File: config.mk
export PLATFORM = sky130hd
export DESIGN_NAME = bcs_commutation_sequencer
export DESIGN_NICKNAME = d
export VERILOG_FILES = /design/src/bcs_pkg.sv /design/src/bcs_commutation_sequencer.sv /design/src/bcs_pin_sync.sv
export SDC_FILE = /design/constraint.sdc
export NUM_CORES = 1
export LEC_CHECK = 0
export BUFFER_PORTS_ARGS = -buffer_cell sky130_fd_sc_hd__buf_2
export CORE_ASPECT_RATIO = 1.5
export CORE_MARGIN = 2
export CORE_UTILIZATION = 46
export DETAILED_ROUTE_END_ITERATION = 10
export PLACE_DENSITY = 0.69
export SLEW_MARGIN = 20
export SYNTH_ARGS = -nofsm -noshare
export SYNTH_HDL_FRONTEND = slang
export SYNTH_SLANG_ARGS = --single-unit
export TNS_END_PERCENT = 50
File: constraint.sdc
create_clock -name clk -period 4.1 [get_ports clk]
set_clock_uncertainty 0.05 [all_clocks]
set_input_delay 1.23 -clock clk [delete_from_list [all_inputs] [get_ports clk]]
set_output_delay 1.23 -clock clk [all_outputs]
set_load 0.02 [all_outputs]
File: src/bcs_pkg.sv
// Shared constants, state type and drive tables for the commutation sequencer.
package bcs_pkg;

  // ----------------------------------------------------------------
  // Timing
  // ----------------------------------------------------------------
  localparam int CLK_HZ = 50000000;     // System clock rate in Hz.
  localparam int CLK_PERIOD_NS = 20;    // System clock period in ns.
  // The speed law is f = 0.05 * poles * rpm, kept as a ratio of integers.
  localparam int SPEED_LAW_NUM = 5;     // Numerator of the 0.05 Hz/rpm factor.
  localparam int SPEED_LAW_DEN = 100;   // Denominator of the 0.05 Hz/rpm factor.

  // ----------------------------------------------------------------
  // Widths and reset values
  // ----------------------------------------------------------------
  localparam int SENSE_W = 8;           // Width of one digitised phase sample.
  localparam int BLANK_W = 16;          // Width of the off-time count.
  localparam int PERIOD_W = 24;         // Width of the commutation period counter.
  localparam logic [2:0] GATES_OFF = 3'h0;  // Reset value for the low-side gate group.
  localparam logic [2:0] TOPS_OFF = 3'h7;   // Reset value for the active-low top group.
  localparam logic [1:0] SEL_NONE = 2'h0;   // Sampler select: no phase observed.
  localparam logic [1:0] SEL_LEG1 = 2'h1;   // Sampler select: leg 1 observed.
  localparam logic [1:0] SEL_LEG2 = 2'h2;   // Sampler select: leg 2 observed.
  localparam logic [1:0] SEL_LEG3 = 2'h3;   // Sampler select: leg 3 observed.

  // ----------------------------------------------------------------
  // Commutation states
  // ----------------------------------------------------------------
  typedef enum logic [2:0] {ST_R, ST_A, ST_B, ST_C, ST_D, ST_E, ST_F} bcs_state_t;

  // Low-side gates switched on in a state; bit 0 is leg 1.
  function automatic logic [2:0] bcs_low_of(input bcs_state_t s);
    case (s)
      ST_R: bcs_low_of = 3'h2;
      ST_A: bcs_low_of = 3'h4;
      ST_B: bcs_low_of = 3'h4;
      ST_C: bcs_low_of = 3'h1;
      ST_D: bcs_low_of = 3'h1;
      ST_E: bcs_low_of = 3'h2;
      ST_F: bcs_low_of = 3'h2;
      default: bcs_low_of = 3'h0;
    endcase
  endfunction : bcs_low_of

  // High-side switches turned on in a state (active high here); bit 0 is leg 1.
  function automatic logic [2:0] bcs_top_of(input bcs_state_t s);
    case (s)
      ST_R: bcs_top_of = 3'h5;
      ST_A: bcs_top_of = 3'h1;
      ST_B: bcs_top_of = 3'h2;
      ST_C: bcs_top_of = 3'h2;
      ST_D: bcs_top_of = 3'h4;
      ST_E: bcs_top_of = 3'h4;
      ST_F: bcs_top_of = 3'h1;
      default: bcs_top_of = 3'h0;
    endcase
  endfunction : bcs_top_of

  // Leg the sampler observes in a state: the one with neither switch on.
  function automatic logic [1:0] bcs_sel_of(input bcs_state_t s);
    case (s)
      ST_A: bcs_sel_of = SEL_LEG2;
      ST_B: bcs_sel_of = SEL_LEG1;
      ST_C: bcs_sel_of = SEL_LEG3;
      ST_D: bcs_sel_of = SEL_LEG2;
      ST_E: bcs_sel_of = SEL_LEG1;
      ST_F: bcs_sel_of = SEL_LEG3;
      default: bcs_sel_of = SEL_NONE;
    endcase
  endfunction : bcs_sel_of

endpackage : bcs_pkg

File: src/bcs_commutation_sequencer.sv
// Six-state commutation sequencer with current-limit blanking and back-EMF steering.
`timescale 1ns/1ns
`default_nettype none

// How it works
// [RQ1] Six states A to F form one cycle.
// [RQ2] Advance one state per commutation clock rise.
// [RQ3] States A to C gate and sample table.
// [RQ4] States D to F gate and sample table.
// [RQ5] State machine steers the sampler phase select.
// [RQ6] Sample only the leg with no gate on.
// [RQ7] Low-side gates are active high.
// [RQ8] High-side gates are active low.
// [RQ9] Trip forces low gates off, tops unchanged.
// [RQ10] Blanking lasts exactly the set off-time.
// [RQ11] Integrator keeps off-time within one PWM period; here blanking_time is loaded as given, with no integrator or limit.
// [RQ12] Export commutation clock as tachometer output.
// [RQ13] Top commutation rate is 0.05 x poles x rpm.
// [RQ14] Neutral is average of three phase samples.
// [RQ15] Sign of phase minus neutral steers charge.
// [RQ16] Reset enters align state R.
// [RQ17] After F wrap back to A.
// [RQ18] Synchronised trip; retrigger restarts off-time count.
// [RQ19] Registered gates never overlap on one leg.

module bcs_commutation_sequencer
  import bcs_pkg::*;
#(
  parameter int POLE_COUNT = 4,   // Magnetic poles of the motor.
  parameter int MAX_RPM = 3000    // Highest intended speed in rpm.
)(
  input wire logic clk,
  input wire logic sys_rst,
  input wire logic comm_clock_in,
  input wire logic align_release,
  input wire logic overcurrent_trip_in,
  input wire logic [BLANK_W-1:0] blanking_time,
  input wire logic [SENSE_W-1:0] leg1_sense_input,
  input wire logic [SENSE_W-1:0] leg2_sense_input,
  input wire logic [SENSE_W-1:0] leg3_sense_input,
  output logic leg1_low_gate,
  output logic leg2_low_gate,
  output logic leg3_low_gate,
  output logic leg1_top_gate,
  output logic leg2_top_gate,
  output logic leg3_top_gate,
  output logic [1:0] sense_select,
  output logic loop_control_node_up,
  output logic loop_control_node_down,
  output logic rotor_rate_out,
  output logic overspeed_out
);

  // ----------------------------------------------------------------
  // Derived speed limit
  // ----------------------------------------------------------------
  // Highest commutation rate in Hz, and the shortest legal period in clock cycles.
  localparam int MAX_COMM_HZ = (SPEED_LAW_NUM * POLE_COUNT * MAX_RPM) / SPEED_LAW_DEN;
  localparam logic [PERIOD_W-1:0] MIN_PERIOD_CYC = PERIOD_W'(CLK_HZ / MAX_COMM_HZ);

  // ----------------------------------------------------------------
  // Pin synchronisers
  // ----------------------------------------------------------------
  logic [1:0] pins_level; // Filtered commutation clock (bit 0) and trip (bit 1).
  logic comm_prev_ff;     // Previous filtered commutation clock level.
  logic trip_prev_ff;     // Previous filtered trip level.
  logic comm_rise;        // One-cycle pulse on a commutation clock rise.
  logic trip_rise;        // One-cycle pulse on a new over-current trip.

  // Both inputs come from outside the clock domain, so both take the filtered chain.
  bcs_pin_sync #(.WIDTH(2)) u_sync (
    .clk(clk),
    .sys_rst(sys_rst),
    .pin_in({overcurrent_trip_in, comm_clock_in}),
    .level_out(pins_level)
  );

  // Edge memory for both filtered levels.
  always_ff @(posedge clk)
  begin
    if (sys_rst)
    begin
      comm_prev_ff <= 1'b0;
      trip_prev_ff <= 1'b0;
    end
    else
    begin
      comm_prev_ff <= pins_level[0];
      trip_prev_ff <= pins_level[1];
    end
  end

  assign comm_rise = pins_level[0] & ~comm_prev_ff; // see [RQ2]
  assign trip_rise = pins_level[1] & ~trip_prev_ff; // see [RQ18]

  // ----------------------------------------------------------------
  // Commutation state machine
  // ----------------------------------------------------------------
  bcs_state_t state_ff;  // Current drive state.
  bcs_state_t nxt_state; // Drive state after this clock rise.

  // The commutation clock is the only thing that moves the state; R holds until released.
  always_comb
  begin
    nxt_state = state_ff;
    if (comm_rise)
    begin
      case (state_ff)
        ST_R: nxt_state = align_release ? ST_A : ST_R;
        ST_A: nxt_state = ST_B;   // see [RQ1]
        ST_B: nxt_state = ST_C;
        ST_C: nxt_state = ST_D;
        ST_D: nxt_state = ST_E;
        ST_E: nxt_state = ST_F;
        ST_F: nxt_state = ST_A;   // see [RQ17]
        default: nxt_state = ST_R;
      endcase
    end
  end

  // Reset puts the rotor into the align position.
  always_ff @(posedge clk)
  begin
    if (sys_rst)
      state_ff <= ST_R; // see [RQ16]
    else
      state_ff <= nxt_state; // see [RQ2]
  end

  // ----------------------------------------------------------------
  // Current-limit one-shot
  // ----------------------------------------------------------------
  logic [BLANK_W-1:0] blank_cnt_ff; // Off-time cycles still to run.
  logic blank_active;               // Low-side gates held off while set.

  // A trip loads the off-time; a later trip reloads it, so blanking restarts.
  // The count is sampled at the trip, so changing blanking_time mid-blank has no effect.
  always_ff @(posedge clk)
  begin
    if (sys_rst)
      blank_cnt_ff <= '0;
    else if (trip_rise)
      blank_cnt_ff <= blanking_time; // see [RQ18]
    else if (blank_cnt_ff != '0)
      blank_cnt_ff <= blank_cnt_ff - 1'b1; // see [RQ10]
  end

  assign blank_active = blank_cnt_ff != '0;

  // Measurement for the off-time check: blanked cycles since the last trip and
  // the off-time captured at that trip. It is kept apart from the one-shot so that
  // a miscount in the one-shot cannot hide itself.
  logic [BLANK_W-1:0] blank_len_ff; // Blanked cycles since the last trip.
  logic [BLANK_W-1:0] blank_set_ff; // Off-time loaded by the last trip.

  // A trip restarts the measurement; every blanked cycle after it is counted.
  always_ff @(posedge clk)
  begin
    if (sys_rst)
    begin
      blank_len_ff <= '0;
      blank_set_ff <= '0;
    end
    else if (trip_rise)
    begin
      blank_len_ff <= '0;
      blank_set_ff <= blanking_time;
    end
    else if (blank_active)
      blank_len_ff <= blank_len_ff + 1'b1;
  end

  // ----------------------------------------------------------------
  // Gate and sampler registers
  // ----------------------------------------------------------------
  logic [2:0] low_ff;   // Low-side gates, active high.
  logic [2:0] top_n_ff; // High-side gates, active low.
  logic [1:0] sel_ff;   // Sampler phase select.

  // All six gates update on one edge from one state value, so a leg never sees
  // both of its switches on, even while the state changes.
  always_ff @(posedge clk)
  begin
    if (sys_rst)
    begin
      low_ff <= GATES_OFF;
      top_n_ff <= TOPS_OFF;
      sel_ff <= SEL_NONE;
    end
    else
    begin
      low_ff <= bcs_low_of(state_ff) & {3{~blank_active}}; // see [RQ3] see [RQ4] see [RQ7] see [RQ9]
      top_n_ff <= ~bcs_top_of(state_ff); // see [RQ8] see [RQ19]
      sel_ff <= bcs_sel_of(state_ff); // see [RQ5] see [RQ6]
    end
  end

  assign leg1_low_gate = low_ff[0];
  assign leg2_low_gate = low_ff[1];
  assign leg3_low_gate = low_ff[2];
  assign leg1_top_gate = top_n_ff[0];
  assign leg2_top_gate = top_n_ff[1];
  assign leg3_top_gate = top_n_ff[2];
  assign sense_select = sel_ff;

  // ----------------------------------------------------------------
  // Back-EMF sampler
  // ----------------------------------------------------------------
  logic [SENSE_W+1:0] phase_sum;   // Sum of the three phase samples.
  logic [SENSE_W+1:0] sel_times3;  // Observed phase times three.
  logic [SENSE_W-1:0] sel_sample;  // Observed phase sample.
  logic up_ff;                     // Charge request.
  logic down_ff;                   // Discharge request.

  // Comparing 3 x phase with the sum is the same as phase against the average,
  // and avoids a divider.
  assign phase_sum = {2'b00, leg1_sense_input} + {2'b00, leg2_sense_input}
                   + {2'b00, leg3_sense_input}; // see [RQ14]

  // Mux the observed phase from the registered select.
  always_comb
  begin
    case (sel_ff)
      SEL_LEG1: sel_sample = leg1_sense_input;
      SEL_LEG2: sel_sample = leg2_sense_input;
      SEL_LEG3: sel_sample = leg3_sense_input;
      default: sel_sample = '0;
    endcase
  end

  assign sel_times3 = {2'b00, sel_sample} + {1'b0, sel_sample, 1'b0};

  // Above neutral charges the loop node, below discharges; equal or align does neither.
  always_ff @(posedge clk)
  begin
    if (sys_rst)
    begin
      up_ff <= 1'b0;
      down_ff <= 1'b0;
    end
    else
    begin
      up_ff <= (sel_ff != SEL_NONE) && (sel_times3 > phase_sum); // see [RQ15]
      down_ff <= (sel_ff != SEL_NONE) && (sel_times3 < phase_sum); // see [RQ15]
    end
  end

  assign loop_control_node_up = up_ff;
  assign loop_control_node_down = down_ff;

  // ----------------------------------------------------------------
  // Tachometer and speed check
  // ----------------------------------------------------------------
  logic tach_ff;                    // Exported commutation clock.
  logic [PERIOD_W-1:0] period_ff;   // Cycles since the last commutation rise.
  logic overspeed_ff;               // Last period was shorter than the limit.

  // The tachometer is the filtered commutation clock, one cycle late.
  always_ff @(posedge clk)
  begin
    if (sys_rst)
      tach_ff <= 1'b0;
    else
      tach_ff <= pins_level[0]; // see [RQ12]
  end

  // Period counter saturates so a stopped motor never wraps into a false alarm.
  always_ff @(posedge clk)
  begin
    if (sys_rst)
      period_ff <= '0;
    else if (comm_rise)
      period_ff <= '0;
    else if (period_ff != '1)
      period_ff <= period_ff + 1'b1;
  end

  // Flag each period faster than the top rate; the first period after reset counts too.
  always_ff @(posedge clk)
  begin
    if (sys_rst)
      overspeed_ff <= 1'b0;
    else if (comm_rise)
      overspeed_ff <= period_ff < (MIN_PERIOD_CYC - PERIOD_W'(1)); // see [RQ13]
  end

  assign rotor_rate_out = tach_ff;
  assign overspeed_out = overspeed_ff;

  // ----------------------------------------------------------------
  // Assertions
  // ----------------------------------------------------------------
  AST_ONE_LOW: assert property (@(posedge clk) disable iff (sys_rst) // see [RQ1]
    $countones(low_ff) <= 1) else $error("more than one low gate on");
  AST_NO_SHOOT: assert property (@(posedge clk) disable iff (sys_rst) // see [RQ19]
    (low_ff & ~top_n_ff) == 3'h0) else $error("both switches of one leg on");
  AST_RESET_R: assert property (@(posedge clk) // see [RQ16]
    sys_rst ##1 !sys_rst |-> state_ff == ST_R ##1 (top_n_ff == 3'h2 && sel_ff == SEL_NONE))
    else $error("reset did not enter align");
  AST_ADVANCE: assert property (@(posedge clk) disable iff (sys_rst) // see [RQ2]
    comm_rise && state_ff != ST_R |=> state_ff != $past(state_ff))
    else $error("state did not advance");
  AST_HOLD: assert property (@(posedge clk) disable iff (sys_rst) // see [RQ2]
    !comm_rise |=> $stable(state_ff)) else $error("state moved without clock");
  AST_WRAP: assert property (@(posedge clk) disable iff (sys_rst) // see [RQ17]
    comm_rise && state_ff == ST_F |=> state_ff == ST_A) else $error("no wrap to A");
  AST_SAMPLE_IDLE: assert property (@(posedge clk) disable iff (sys_rst) // see [RQ6]
    sel_ff != SEL_NONE |-> !low_ff[sel_ff - 2'h1] && top_n_ff[sel_ff - 2'h1])
    else $error("sampled leg is driven");
  AST_BLANK_ON: assert property (@(posedge clk) disable iff (sys_rst) // see [RQ9]
    trip_rise && blanking_time != '0 |=> ##1 low_ff == 3'h0)
    else $error("low gates not blanked");
  AST_TOP_FOLLOW: assert property (@(posedge clk) disable iff (sys_rst) // see [RQ9]
    blank_active |=> top_n_ff == ~bcs_top_of($past(state_ff)))
    else $error("top gates disturbed by blanking");
  AST_BLANK_LEN: assert property (@(posedge clk) disable iff (sys_rst) // see [RQ10]
    $fell(blank_active) |-> blank_len_ff == blank_set_ff)
    else $error("off-time length wrong");
  AST_TACH: assert property (@(posedge clk) disable iff (sys_rst) // see [RQ12]
    comm_rise |=> rotor_rate_out ##1 $rose(rotor_rate_out) == 1'b0)
    else $error("tachometer does not follow clock");
  AST_CHARGE: assert property (@(posedge clk) disable iff (sys_rst) // see [RQ15]
    sel_ff != SEL_NONE && sel_times3 > phase_sum |=> up_ff && !down_ff)
    else $error("charge direction wrong");

  COV_FULL_CYCLE: cover property (@(posedge clk) disable iff (sys_rst)
    state_ff == ST_F && comm_rise ##1 state_ff == ST_A);
  COV_RETRIGGER: cover property (@(posedge clk) disable iff (sys_rst)
    blank_active && trip_rise);
  COV_LEAVE_ALIGN: cover property (@(posedge clk) disable iff (sys_rst)
    state_ff == ST_R ##1 state_ff == ST_A);
  COV_OVERSPEED: cover property (@(posedge clk) disable iff (sys_rst) $rose(overspeed_ff));

endmodule : bcs_commutation_sequencer

`default_nettype wire

File: src/bcs_pin_sync.sv
// Three-stage pin synchroniser with an agreement filter, one lane per bit.
`timescale 1ns/1ns
`default_nettype none

module bcs_pin_sync
  import bcs_pkg::*;
#(
  parameter int WIDTH = 1
)(
  input wire logic clk,
  input wire logic sys_rst,
  input wire logic [WIDTH-1:0] pin_in,
  output logic [WIDTH-1:0] level_out
);

  // ----------------------------------------------------------------
  // One lane per bit
  // ----------------------------------------------------------------
  genvar gi;
  generate
    for (gi = 0; gi < WIDTH; gi++)
    begin : g_lane
      logic meta_ff;    // First stage, read only by the second stage.
      logic stage2_ff;  // Second stage.
      logic stage3_ff;  // Third stage.
      logic level_ff;   // Filtered level.

      // Shift chain; the first stage may go metastable, so nothing else looks at it.
      always_ff @(posedge clk)
      begin
        if (sys_rst)
        begin
          meta_ff <= 1'b0;
          stage2_ff <= 1'b0;
          stage3_ff <= 1'b0;
        end
        else
        begin
          meta_ff <= pin_in[gi];
          stage2_ff <= meta_ff;
          stage3_ff <= stage2_ff;
        end
      end

      // A change is accepted only once stages two and three agree.
      always_ff @(posedge clk)
      begin
        if (sys_rst)
          level_ff <= 1'b0;
        else if (stage2_ff == stage3_ff)
          level_ff <= stage3_ff;
      end

      assign level_out[gi] = level_ff;
    end
  endgenerate

endmodule : bcs_pin_sync

`default_nettype wire

==> metrics <==
result of the run=finished clean; Top Layer Used=met4; Root Buffer Master=clkbuf_16; TritonCTS clock tree=yes; total core area=between 0.008 and 0.009 mm2; final-stage net count=between 600 and 700; worst-path fanout max=2; total vias in the final route=~3600; data arrival time of the worst path=roughly 4.3 ns; ratio of final minimum period to clock period=0.989; Inserted Diodes=0; combined global-route utilization of all metal layers=0.203; detailed route wirelength on metal3=between 300 and 400 um; proportion of register bits with asynchronous set or reset after synthesis=0; floorplan row count=42; height of the die=between 100 and 150 um; Peak supply drop=336 uV; number of optimization iterations in the first detailed-route pass=5; sum of negative setup slack=0 ns; deepest clock path buffer count=2; met2 routed WL=4.90 mm; Worst R2R Start=sense_select[1]$_SDFF_PP0_; Yosys top cell area share=0.314; iteration-0 DRC count of the detailed router=around 120; count of buffers inserted at the top-level ports=56; final std cell area, no fill=between 0.004 and 0.005 mm2; synth warn=0; Skew-Pair Late Insertion Delay=0.33 ns; Worst Hold Path Cells=1; via count of the first global-routing pass=about 3500; unrepaired setup endpoints after global routing=yes; Detail Route Antenna Nets=0; Crit path required time=4.31 ns; fraction of layout instances using a drive strength above 1=0.245; clock-pin slew on the worst setup and hold paths=about 0.050 ns; aggregate global routing overflow=0; Die Outline Area=0.00965 mm2; maximum single-stage delay on the critical path=approximately 0.5 ns; slowest stage cell, crit path=fa_1; Max-cap violations=0; Top delay family on crit path=adder cells; Syn-to-layout area delta=20.7%; reported leakage power=2.08 nW; routed metal-1 wire length=between 3 and 4 mm; footprint of the multi-input gates=approximately 0.0027 mm2; PnR Total Power=between 2 and 2.5 mW; startpoint class of the critical path=input port; DP Wirelength=just over 7 mm; number of setup buffers added after CTS=0; width of the die=80.9 um; Placed Instance Area=between 0.004 and 0.005 mm2; ordered cell list for the critical path=buf_2 -> fa_1 -> ha_2 -> fa_2 -> a21o_1 -> a21oi_2 -> o21bai_1 -> a21oi_2 -> xor2_1 -> ha_1 -> a21o_1 -> a21oi_1 -> nor2b_1 -> a2111oi_4 -> nor3b_2; Top FF cell, synth=dfxtp_1; commonest cells after routing, fill and taps aside=dfxtp_1, buf_2, nor2_1; Reg2Reg Setup Slack=approximately 0.65 ns; clock sink count=64; routed length per instance=14.4 um; Final Wtd Congestion=between 0.8 and 0.9; endpoint class of the critical path=flop; Sequential cell area=between 0.001 and 0.0015 mm2; Worst Tran Pin Value=between 0.9 and 1 ns; number of buffer and inverter instances along the worst setup path=1; total clock buffers created by CTS=9; cell count after synthesis=461; Synth cell types=70; most frequent standard cell in the layout excluding fill and tap cells=dfxtp_1; Worst Hold Class=flop to flop; fill cell total of the finished layout=approximately 800; largest net degree at the start of global routing=37; number of failing hold endpoints at the final stage=0; number of cell instances on the worst register-to-register path=13; drt via density=approximately 5.6; timing-limited maximum frequency=approximately 250 MHz; power per standard cell area=445 mW/mm2; count of state elements after synthesis=64; synthesized cell area=0.00408 mm2; endpoints failing setup=0; count of flip-flops with a built-in enable after synthesis=0; worst hold slack=0.389 ns; cell type with the largest total area after synthesis=dfxtp_1; fin crit period=between 4 and 5 ns; Final Core Density=0.565; share of synthesized area occupied by flip-flops and latches=0.314; synthesized netlist net count=541; r2r endpoint=loop_control_node_down$_SDFF_PP0_; residual DRC count=0; launching element of the worst setup path=leg1_sense_input[1]; worst slew margin relative to its limit=0.388; antenna violations before repair=0; end point of the critical path=loop_control_node_down$_SDFF_PP0_; Starting Density=0.468; WL final=just over 9 mm; cts repair resizes=0; final count of pins violating max slew=0; largest cells by area after synthesis=dfxtp_1, ha_1, xnor2_1; ports placed on the boundary=57; deepest level of the CTS H-tree=3; Syn Area/Cell=8.85 um2; cts hold-fix bufs=0; cell depth of the worst setup path=15; first-pass GRT wire length=roughly 15 mm; kind of critical path=input port to flop
==> metrics by stage <==
stage	cells	worst slack [ns]
after floorplan	461	-0.0283
after global placement	629	-0.238
after detailed placement	629	-0.324
after CTS	644	0.0249
after global routing	644	-0.134
final	644	0.0442
==> power by group <==
part	internal, mW	leakage, nW	switching, mW	total, mW
logic	0.342	1.41	0.364	0.705
clock network	0.470	0.144	0.257	0.727
registers	0.696	0.521	0.0648	0.760
total	1.51	2.08	0.686	2.19
==> final cells by class <==
cell class	instances	share of cell area
clock inverters	2	0.00254
clock buffers	13	0.0569
inverters	19	0.0145
well taps	110	0.0279
flip-flops and latches	64	0.260
repair buffers	77	0.0894
multi-input cells	359	0.549
==> per-layer routing <==
metal / GRT usage / vias up
met2: 0.362 / 76
met4: 0.0985 / 0
li1: - / 1786
met5: 0 / -
met1: 0.216 / 1700
met3: 0.0515 / 20
==> state kept, by name (all words and copies together), names as in the netlist <==
signal,flops
top_n_ff,3
sense_select,2
u_sync.g_lane.stage2_ff,2
u_sync.g_lane.stage3_ff,2
loop_control_node_up,1
overspeed_out,1
u_sync.g_lane.meta_ff,2
loop_control_node_down,1
blank_cnt_ff,16
period_ff,24
rotor_rate_out,1
u_sync.g_lane.level_ff,2
low_ff,3
trip_prev_ff,1
state_ff,3
==> how the worst min path moves through the flow <==
| stage | endpoint | from |
|---|---|---|
| finish | u_sync.g_lane[0].stage2_ff$_SDFF_PP0_ | u_sync.g_lane[0].meta_ff$_SDFF_PP0_ |
| global route | u_sync.g_lane[0].stage2_ff$_SDFF_PP0_ | u_sync.g_lane[0].meta_ff$_SDFF_PP0_ |
| floorplan | u_sync.g_lane[0].stage2_ff$_SDFF_PP0_ | u_sync.g_lane[0].meta_ff$_SDFF_PP0_ |
| detailed placement | u_sync.g_lane[0].stage2_ff$_SDFF_PP0_ | u_sync.g_lane[0].meta_ff$_SDFF_PP0_ |
| global placement | u_sync.g_lane[0].stage2_ff$_SDFF_PP0_ | u_sync.g_lane[0].meta_ff$_SDFF_PP0_ |
| CTS | u_sync.g_lane[0].stage2_ff$_SDFF_PP0_ | u_sync.g_lane[0].meta_ff$_SDFF_PP0_ |
==> cell families (layout without fill, tap and decap cells) <==
logic type                 after synthesis  in the layout  synth area share
and+or+nand+nor                        177            177             0.242
muxes                                   10             10            0.0255
buffers and inverters                   38            111            0.0399
xor gates and xnor gates                41             41            0.0880
AOI/OAI and AO/OA                       96             96             0.165
adders and majority gates               35             35             0.126
DFF                                     64             64             0.314
==> cells in the mapped netlist, types with 7 or more instances <==
master    number
nand3_1       10
xnor2_1       24
inv_1         17
dfxtp_1       64
nor2b_1       16
nand4_1        8
nor4_1         7
clkbuf_1      15
o21ai_0       14
a21o_1         8
a211oi_1      12
nor2_1        51
ha_1          25
a21oi_1       26
mux2i_1        7
xor2_1        17
nand2_1       34
nor3_1        14
fa_1          10
Power figures use the tool's default switching activity.
